$ cat config.mk
export PLATFORM = sky130hd
export DESIGN_NAME = rlt_timer
export DESIGN_NICKNAME = d
export VERILOG_FILES = /design/src/hdl/rlt_pkg.sv /design/src/hdl/rlt_tick.sv /design/src/hdl/rlt_timer.sv
export SDC_FILE = /design/constraint.sdc
export NUM_CORES = 1
export LEC_CHECK = 0
export BUFFER_PORTS_ARGS = -buffer_cell sky130_fd_sc_hd__buf_2
export CORE_UTILIZATION = 58
export DETAILED_ROUTE_END_ITERATION = 6
export GPL_ROUTABILITY_DRIVEN = 0
export PLACE_DENSITY = 0.78
export SYNTH_ARGS = -nofsm -noshare
export SYNTH_HDL_FRONTEND = slang
export SYNTH_SLANG_ARGS = --single-unit
$ cat constraint.sdc
create_clock -name core_clk -period 3.6 [get_ports core_clk]
set_clock_uncertainty 0.1 [all_clocks]
set_input_delay 0.54 -clock core_clk [delete_from_list [all_inputs] [get_ports core_clk]]
set_output_delay 0.54 -clock core_clk [all_outputs]
set_load 0.03 [all_outputs]
$ cat src/hdl/rlt_pkg.sv
// ****************************************
// shared constants of the periodic timers
// ****************************************
package rlt_pkg;

  // clock rates, for reference when converting slow cycles to core cycles
  localparam int unsigned CORE_CLK_HZ = 40_000_000;
  localparam int unsigned SLOW_CLK_HZ = 32_768;
  // least wait between two period settings, kept by software
  localparam int unsigned REWRITE_GAP_US = 100;
  localparam int unsigned REWRITE_GAP_SLOW_CYC = 3;

  // ****************************************
  // register indices and byte addresses
  // ****************************************
  localparam logic [31:0] IDX_T1_PER_LO = 32'h0b00_00d0;
  localparam logic [31:0] IDX_T1_PER_HI = 32'h0b00_00d2;
  localparam logic [31:0] IDX_T1_CNT_LO = 32'h0b00_00d4;
  localparam logic [31:0] IDX_T1_CNT_HI = 32'h0b00_00d6;
  localparam logic [31:0] IDX_T2_PER_LO = 32'h0b00_00d8;
  localparam logic [31:0] IDX_IRQ_STAT = 32'h0b00_00e0;
  localparam logic [31:0] IDX_IRQ_MASK = 32'h0b00_00e2;

  localparam logic [31:0] ADDR_T1_PER_LO = {IDX_T1_PER_LO[29:0], 2'b00};
  localparam logic [31:0] ADDR_T1_PER_HI = {IDX_T1_PER_HI[29:0], 2'b00};
  localparam logic [31:0] ADDR_T1_CNT_LO = {IDX_T1_CNT_LO[29:0], 2'b00};
  localparam logic [31:0] ADDR_T1_CNT_HI = {IDX_T1_CNT_HI[29:0], 2'b00};
  localparam logic [31:0] ADDR_T2_PER_LO = {IDX_T2_PER_LO[29:0], 2'b00};
  localparam logic [31:0] ADDR_IRQ_STAT = {IDX_IRQ_STAT[29:0], 2'b00};
  localparam logic [31:0] ADDR_IRQ_MASK = {IDX_IRQ_MASK[29:0], 2'b00};

  // ****************************************
  // field layout and reset values
  // ****************************************
  localparam int PER_W = 24;
  localparam int LO_W = 16;
  localparam int HI_W = 8;
  localparam int STAT_T1_BIT = 0;
  localparam logic [15:0] PER_LO_RST = 16'h0000;
  localparam logic [7:0] PER_HI_RST = 8'h00;
  localparam logic [23:0] CNT_RST = 24'h00_0000;
  localparam logic [23:0] CNT_ONE = 24'h00_0001;
  localparam logic [31:0] RDATA_RST = 32'h0000_0000;

  typedef enum logic {
    RLT_IDLE = 1'b0,
    RLT_ANSWER = 1'b1
  } rlt_bus_t;

endpackage

$ cat src/hdl/rlt_tick.sv
`timescale 1ns/10ps
`default_nettype none
// ****************************************
// slow clock pin to one-cycle tick
// ****************************************
module rlt_tick (
  // clock and reset
  input wire logic core_clk,
  input wire logic nrst,
  input wire logic ce,
  // slow clock pin
  input wire logic slow_clk_pin,
  // rising edge strobe
  output logic tick
);
  import rlt_pkg::*;

  logic sync1_reg, sync2_reg, sync3_reg, tick_reg;
  logic sync1_next, sync2_next, sync3_next, tick_next;

  // the first stage feeds only the second; the edge is taken between stages two and three
  always_comb begin
    sync1_next = slow_clk_pin;
    sync2_next = sync1_reg;
    sync3_next = sync2_reg;
    tick_next = sync2_reg & ~sync3_reg;
  end

  always_ff @(posedge core_clk or negedge nrst) begin
    if (!nrst) begin
      sync1_reg <= 1'b0;
      sync2_reg <= 1'b0;
      sync3_reg <= 1'b0;
      tick_reg <= 1'b0;
    end else if (ce) begin
      sync1_reg <= sync1_next;
      sync2_reg <= sync2_next;
      sync3_reg <= sync3_next;
      tick_reg <= tick_next;
    end
  end

  assign tick = tick_reg;

endmodule
`default_nettype wire

$ cat src/hdl/rlt_timer.sv
`timescale 1ns/10ps
`default_nettype none
// Contract
// - the reload period is 24 bits, low 16 in one register and upper 8 in the low byte of another.
// - upper bits of the high period and high count registers read zero and ignore writes.
// - period registers clear on the rtc domain reset and hold their value across other resets.
// - once a new period is accepted the timer loads it and counts down from it.
// - a new period takes effect only after both period registers are written.
// - an accepted all-zero period stops the timer and raises no interrupt.
// - the running count decrements by one each slow clock cycle.
// - on the slow tick after the count reaches one, unless a new period loads on that tick, the timer raises its interrupt request.
// - on that interrupt the period is reloaded and counting goes on by itself.
// - the running count reads through two registers, low 16 bits and bits 23 to 16.
// - the second timer's low period bits live in their own read-write register.
// - the interrupt request is a flag held until software writes one to clear it.
module rlt_timer (
  // clock, resets, enable
  input wire logic core_clk,
  input wire logic nrst,
  input wire logic sys_rst_n,
  input wire logic ce,
  // slow clock pin
  input wire logic slow_clk_pin,
  // avalon-mm slave
  input wire logic [31:0] avs_address,
  input wire logic avs_read,
  input wire logic avs_write,
  input wire logic [31:0] avs_writedata,
  input wire logic [3:0] avs_byteenable,
  output logic [31:0] avs_readdata,
  output logic avs_waitrequest,
  // interrupt
  output logic irq
);
  import rlt_pkg::*;

  // ****************************************
  // slow tick
  // ****************************************
  logic tick;

  rlt_tick rlt_tick_i (
    .core_clk(core_clk),
    .nrst(nrst),
    .ce(ce),
    .slow_clk_pin(slow_clk_pin),
    .tick(tick)
  );

  // ****************************************
  // bus slave
  // ****************************************
  rlt_bus_t state_reg, state_next;
  logic [31:0] rdata_reg, rdata_next, rd_val;
  logic req, acc_wr, lane_lo, lane_hi;
  logic [15:0] per_lo_reg, per_lo_next;
  logic [7:0] per_hi_reg, per_hi_next;
  logic [15:0] t2_lo_reg, t2_lo_next;
  logic [23:0] cnt_reg, cnt_next, act_reg, act_next, stage_reg, stage_next;
  logic seen_lo_reg, seen_lo_next, seen_hi_reg, seen_hi_next, pend_reg, pend_next;
  logic flag_reg, flag_next, mask_reg, mask_next, evt;

  assign req = avs_read | avs_write;
  assign acc_wr = avs_write & (state_reg == RLT_ANSWER);
  assign lane_lo = avs_byteenable[0];
  assign lane_hi = avs_byteenable[1];

  // reads are live: no snapshot of the count, so a read can tear across a tick
  always_comb begin
    if (avs_address == ADDR_T1_PER_LO) begin
      rd_val = {16'h0000, per_lo_reg};
    end else if (avs_address == ADDR_T1_PER_HI) begin
      rd_val = {24'h00_0000, per_hi_reg};
    end else if (avs_address == ADDR_T1_CNT_LO) begin
      rd_val = {16'h0000, cnt_reg[15:0]};
    end else if (avs_address == ADDR_T1_CNT_HI) begin
      rd_val = {24'h00_0000, cnt_reg[23:16]};
    end else if (avs_address == ADDR_T2_PER_LO) begin
      rd_val = {16'h0000, t2_lo_reg};
    end else if (avs_address == ADDR_IRQ_STAT) begin
      rd_val = {31'h0000_0000, flag_reg};
    end else if (avs_address == ADDR_IRQ_MASK) begin
      rd_val = {31'h0000_0000, mask_reg};
    end else begin
      rd_val = RDATA_RST;
    end
  end

  always_comb begin
    state_next = state_reg;
    rdata_next = rdata_reg;
    case (state_reg)
      RLT_IDLE: begin
        if (req) begin
          state_next = RLT_ANSWER;
          rdata_next = avs_read ? rd_val : rdata_reg;
        end
      end
      RLT_ANSWER: begin
        state_next = RLT_IDLE;
      end
      default: begin
        state_next = RLT_IDLE;
      end
    endcase
    if (!sys_rst_n) begin
      state_next = RLT_IDLE;
    end
  end

  always_ff @(posedge core_clk or negedge nrst) begin
    if (!nrst) begin
      state_reg <= RLT_IDLE;
      rdata_reg <= RDATA_RST;
    end else if (ce) begin
      state_reg <= state_next;
      rdata_reg <= rdata_next;
    end
  end

  assign avs_readdata = rdata_reg;
  assign avs_waitrequest = req & (state_reg == RLT_IDLE);

  // ****************************************
  // period registers and hand-off
  // ****************************************
  // system resets do not reach these; only nrst, the rtc domain reset, clears them
  always_comb begin
    per_lo_next = per_lo_reg;
    per_hi_next = per_hi_reg;
    t2_lo_next = t2_lo_reg;
    seen_lo_next = seen_lo_reg;
    seen_hi_next = seen_hi_reg;
    stage_next = stage_reg;
    pend_next = pend_reg;
    if (tick) begin
      pend_next = 1'b0;
    end
    if (acc_wr && avs_address == ADDR_T1_PER_LO) begin
      if (lane_lo) begin
        per_lo_next[7:0] = avs_writedata[7:0];
      end
      if (lane_hi) begin
        per_lo_next[15:8] = avs_writedata[15:8];
      end
      seen_lo_next = seen_lo_reg | lane_lo | lane_hi;
    end else if (acc_wr && avs_address == ADDR_T1_PER_HI) begin
      if (lane_lo) begin
        per_hi_next = avs_writedata[7:0];
      end
      seen_hi_next = seen_hi_reg | lane_lo;
    end else if (acc_wr && avs_address == ADDR_T2_PER_LO) begin
      if (lane_lo) begin
        t2_lo_next[7:0] = avs_writedata[7:0];
      end
      if (lane_hi) begin
        t2_lo_next[15:8] = avs_writedata[15:8];
      end
    end
    // a new period is staged only once both halves are in
    if (seen_lo_next && seen_hi_next) begin
      seen_lo_next = 1'b0;
      seen_hi_next = 1'b0;
      stage_next = {per_hi_next, per_lo_next};
      pend_next = 1'b1;
    end
  end

  always_ff @(posedge core_clk or negedge nrst) begin
    if (!nrst) begin
      per_lo_reg <= PER_LO_RST;
      per_hi_reg <= PER_HI_RST;
      t2_lo_reg <= PER_LO_RST;
      seen_lo_reg <= 1'b0;
      seen_hi_reg <= 1'b0;
      stage_reg <= CNT_RST;
      pend_reg <= 1'b0;
    end else if (ce) begin
      per_lo_reg <= per_lo_next;
      per_hi_reg <= per_hi_next;
      t2_lo_reg <= t2_lo_next;
      seen_lo_reg <= seen_lo_next;
      seen_hi_reg <= seen_hi_next;
      stage_reg <= stage_next;
      pend_reg <= pend_next;
    end
  end

  // ****************************************
  // countdown
  // ****************************************
  // a second setting inside three slow cycles simply replaces the staged value
  always_comb begin
    cnt_next = cnt_reg;
    act_next = act_reg;
    evt = 1'b0;
    if (tick) begin
      if (pend_reg) begin
        act_next = stage_reg;
        cnt_next = stage_reg;
      end else if (act_reg == CNT_RST) begin
        cnt_next = cnt_reg;
      end else if (cnt_reg == CNT_ONE) begin
        cnt_next = act_reg;
        evt = 1'b1;
      end else begin
        cnt_next = cnt_reg - CNT_ONE;
      end
    end
  end

  // the count ignores sys_rst_n and runs on through system resets
  always_ff @(posedge core_clk or negedge nrst) begin
    if (!nrst) begin
      cnt_reg <= CNT_RST;
      act_reg <= CNT_RST;
    end else if (ce) begin
      cnt_reg <= cnt_next;
      act_reg <= act_next;
    end
  end

  // ****************************************
  // interrupt flag and mask
  // ****************************************
  always_comb begin
    flag_next = flag_reg;
    mask_next = mask_reg;
    if (acc_wr && avs_address == ADDR_IRQ_STAT && lane_lo && avs_writedata[STAT_T1_BIT]) begin
      flag_next = 1'b0;
    end
    if (acc_wr && avs_address == ADDR_IRQ_MASK && lane_lo) begin
      mask_next = avs_writedata[STAT_T1_BIT];
    end
    // a new event in the clearing cycle wins
    if (evt) begin
      flag_next = 1'b1;
    end
    if (!sys_rst_n) begin
      mask_next = 1'b0;
    end
  end

  always_ff @(posedge core_clk or negedge nrst) begin
    if (!nrst) begin
      flag_reg <= 1'b0;
      mask_reg <= 1'b0;
    end else if (ce) begin
      flag_reg <= flag_next;
      mask_reg <= mask_next;
    end
  end

  assign irq = flag_reg & mask_reg;
endmodule
`default_nettype wire

==> flow_metrics.py <==
metrics = {
    "outcome": {
        "status": "finished, final reports clean",
    },
    "cells_and_area": {
        "post_route_cells_drive_above_1_share_pct": 28.17,
        "multiInputGateArea_mm2": 0.003551,
        "final-seq-area_mm2": 0.003453,
        "area_overhead_vs_synth_pct": 16.09,
        "n_antenna_cell": 0,
        "nets": 877,
        "fillerInstances": 930,
    },
    "grt": {
        "antenna_violations_before_repair": 0,
        "grt_util_all_layers_pct": 33.02,
        "grt_max_degree": 85,
        "overflow": 0,
        "grt.busiest_layer": "met2",
        "number_of_global_route_vias_before_repair": 6239,
        "grt_use_met2_pct": 53.58,
        "use_met3_pct": 5.664,
        "grt_first_pass_wirelength_um": 32510,
        "grt_util_met1_pct": 42.96,
    },
    "yosys": {
        "syn-cell-area_mm2": 0.007302,
        "post-synth-top-count-cell": "sky130_fd_sc_hd__dfrtp_1",
        "synth_enable_flop_cells": 0,
        "synthDominantCellAreaShare_pct": 47.29,
        "ys_warn_count": 0,
        "yosys_register_bits": 138,
        "synth_common_cells": "138 x sky130_fd_sc_hd__dfrtp_1, 105 x sky130_fd_sc_hd__nand2_1, 73 x sky130_fd_sc_hd__mux2_2, 50 x sky130_fd_sc_hd__a21oi_1, 35 x sky130_fd_sc_hd__clkbuf_1",
        "synth-seq-area-share_pct": 47.29,
        "syn_avg_cell_area_um2": 10.14,
        "top_cell_type_by_total_area_after_synthesis": "sky130_fd_sc_hd__dfrtp_1",
        "synthFlopType": "sky130_fd_sc_hd__dfrtp_1",
        "netlist_top_cells_area": "sky130_fd_sc_hd__dfrtp_1 47%, sky130_fd_sc_hd__mux2_2 11%, sky130_fd_sc_hd__nand2_1 5.4%, sky130_fd_sc_hd__a21oi_1 3.4%, sky130_fd_sc_hd__a2bb2oi_1 2.4%",
        "ys_async_sr_fraction_pct": 100.0,
        "number_of_distinct_library_cells_after_synthesis": 69,
        "synthesis.instances": 720,
    },
    "worst_setup_path": {
        "critPathLaunchType": "register",
        "critical_path.startpoint": "cnt_reg[17]$_DFFE_PN0P_",
        "setup.reg_to_reg.worst_slack_ps": 710,
        "timing.critical_path.to_type": "register",
        "rr_startpoint": "cnt_reg[17]$_DFFE_PN0P_",
        "r2r_cells": 5,
        "worst_setup_path_endpoint": "cnt_reg[17]$_DFFE_PN0P_",
        "rr_endpoint": "cnt_reg[17]$_DFFE_PN0P_",
        "highest_fanout_seen_on_the_critical_path": 12,
        "timing.critical_path.arrival_ps": 3120,
        "crit_type": "register to register",
        "crit_required_ps": 3830,
    },
    "power_and_ir_drop": {
        "power.share.switching_pct": 23.27,
        "powerDensity_mw_per_mm2": 402.0,
        "total_leakage_power_nw": 4.019,
        "power_switching_uw": 792.9,
        "worst_ir_drop_vdd_uv": 342.9,
        "internal_power_mw": 2.614,
        "portion_of_total_power_attributed_to_combinational_logic_pct": 4.7,
        "finalPower_mw": 3.407,
        "power.share.sequential_pct": 46.0,
        "power.clock.fraction_pct": 49.3,
    },
    "clocking": {
        "cts_post_setup_buffers_inserted": 0,
        "max_buffers_root_to_sink": 2,
        "insertion_delay_ps": 440,
        "cts.htree.levels": 4,
        "cts.root.buffer_cell": "sky130_fd_sc_hd__clkbuf_16",
        "holdBufCountCts": 0,
        "cts_tree": "built",
        "cts_inserted_buffers": 17,
        "clock_sink_count": 138,
        "post_cts_resized": 0,
        "clkSlewWorstSetupHoldPaths_ps": 70,
    },
    "drt": {
        "detail_route.iter0.violations": 637,
        "via_count": 6374,
        "postRouteAntennaNets": 0,
        "routed_wl_um": 20260,
        "post_drt_via_cell_ratio": 6.497,
        "dr.pass1.iters": 7,
        "detail_route.wl_per_cell_um": 20.65,
        "total_drc_errors_in_the_routed_layout": 0,
    },
    "sta": {
        "timing.final.crit_period_ps": 2891,
        "report.final.setup_viol": 0,
        "crit_share_post_route_pct": 80.30,
        "slew_headroom_pct": 40.42,
        "rsz0062_at_grt": "no",
        "slew_viol_final": 0,
        "hold-worst-slack_ps": 35.82,
        "worst_pin_slew_ps": 886.9,
        "final-hold-violation-count": 0,
        "setup_total_negative_slack_ps": 0,
        "max_clock_freq_mhz": 345.9,
    },
    "flow_run": {
        "drv.max_cap_violation_count": 0,
    },
    "die": {
        "floorplan.initialDensity_pct": 60.04,
        "chipHeight_um": 114.2,
        "dieArea_mm2": 0.01304,
        "pin_count": 109,
        "core_area_mm2": 0.01216,
        "horiz_die_dim_um": 114.2,
        "floorplan.rows": 40,
    },
    "placement": {
        "dpl.hpwl_um": 14250,
        "port-buffer-count": 74,
    },
    "hold_path": {
        "holdCritPathClass": "primary input to asynchronous set/reset pin",
    },
}
==> cell families (layout without fill, tap and decap cells) <==
family | count (synthesis) | count (layout) | share of synthesized area, %
other cells | 1 | 16 | 0.05136
xor+xnor | 3 | 3 | 0.3599
fa+ha+maj | 2 | 2 | 0.3426
simple gates | 227 | 227 | 16.55
flops | 138 | 138 | 47.29
mux | 75 | 75 | 11.55
compound gates | 194 | 194 | 18.68
buf+inv | 80 | 158 | 5.175
==> critical path: stages, from the launching register on <==
cell,delay (ps)
sky130_fd_sc_hd__dfrtp_1,460
sky130_fd_sc_hd__nor4_1,600
sky130_fd_sc_hd__and2_1,460
sky130_fd_sc_hd__nand3_1,580
sky130_fd_sc_hd__o21a_1,370
sky130_fd_sc_hd__o211a_1,200
==> layer usage <==
layer | up-vias | wire length (um)
met3 | 52 | 1500
met4 | 0 | 649
met1 | 3182 | 8333
met2 | 318 | 9778
li1 | 2822 | -
met5 | - | 0
==> per-stage QoR <==
step | setup slack [ps] | instance area (um^2) | utilization, % | instances
2_1_floorplan | 808.2 | 7358 | - | 735
5_1_grt | 525.7 | 8477 | 69.70 | 981
3_5_place_dp | 525.9 | 7915 | 65.08 | 949
6_report | 709.2 | 8477 | 69.70 | 981
3_3_place_gp | 570.2 | 7915 | 65.08 | 949
4_1_cts | 812.4 | 8477 | 69.70 | 981
==> layout by cell type, fill, tap and decap left out, types with 19 or more instances in the layout <==
cell type,synthesis,routed
sky130_fd_sc_hd__buf_2,5,73
sky130_fd_sc_hd__nand2_1,105,105
sky130_fd_sc_hd__inv_1,20,20
sky130_fd_sc_hd__mux2_2,73,73
sky130_fd_sc_hd__o22ai_1,20,20
sky130_fd_sc_hd__nor2_1,19,19
sky130_fd_sc_hd__a2bb2oi_1,20,20
sky130_fd_sc_hd__buf_4,17,30
sky130_fd_sc_hd__a21oi_1,50,50
sky130_fd_sc_hd__dfrtp_1,138,138
sky130_fd_sc_hd__o21ai_0,21,21
==> power groups by stage <==
stage	clock [mW]	combinational [mW]	sequential [mW]
2_1_floorplan	0	0.0807	1.59
3_3_place_gp	0	0.153	1.59
3_5_place_dp	0	0.159	1.60
6_report	1.68	0.160	1.57
5_1_grt	1.75	0.177	1.57
4_1_cts	1.69	0.160	1.57
==> layout make-up <==
cell class / count / share of cell area (%)
Clock buffer: 19 / 5.107
Timing Repair Buffer: 105 / 7.336
Inverter: 21 / 0.9299
Multi-Input combinational cell: 517 / 41.89
Sequential cell: 138 / 40.74
Tap cell: 168 / 2.480
Clock inverter: 13 / 1.520
==> how the worst min path moves through the flow <==
stage	start	end	slack [ps]
3_3_place_gp	rlt_tick_i.sync3_reg$_DFFE_PN0P_	rlt_tick_i.tick$_DFFE_PN0P_	340
5_1_grt	nrst	state_reg$_DFFE_PN0P_	120
4_1_cts	nrst	rlt_tick_i.sync1_reg$_DFFE_PN0P_	80
3_5_place_dp	rlt_tick_i.sync3_reg$_DFFE_PN0P_	rlt_tick_i.tick$_DFFE_PN0P_	350
6_report	nrst	state_reg$_DFFE_PN0P_	40
2_1_floorplan	nrst	act_reg[0]$_DFFE_PN0P_	140
(Power assumes the default switching activity.)
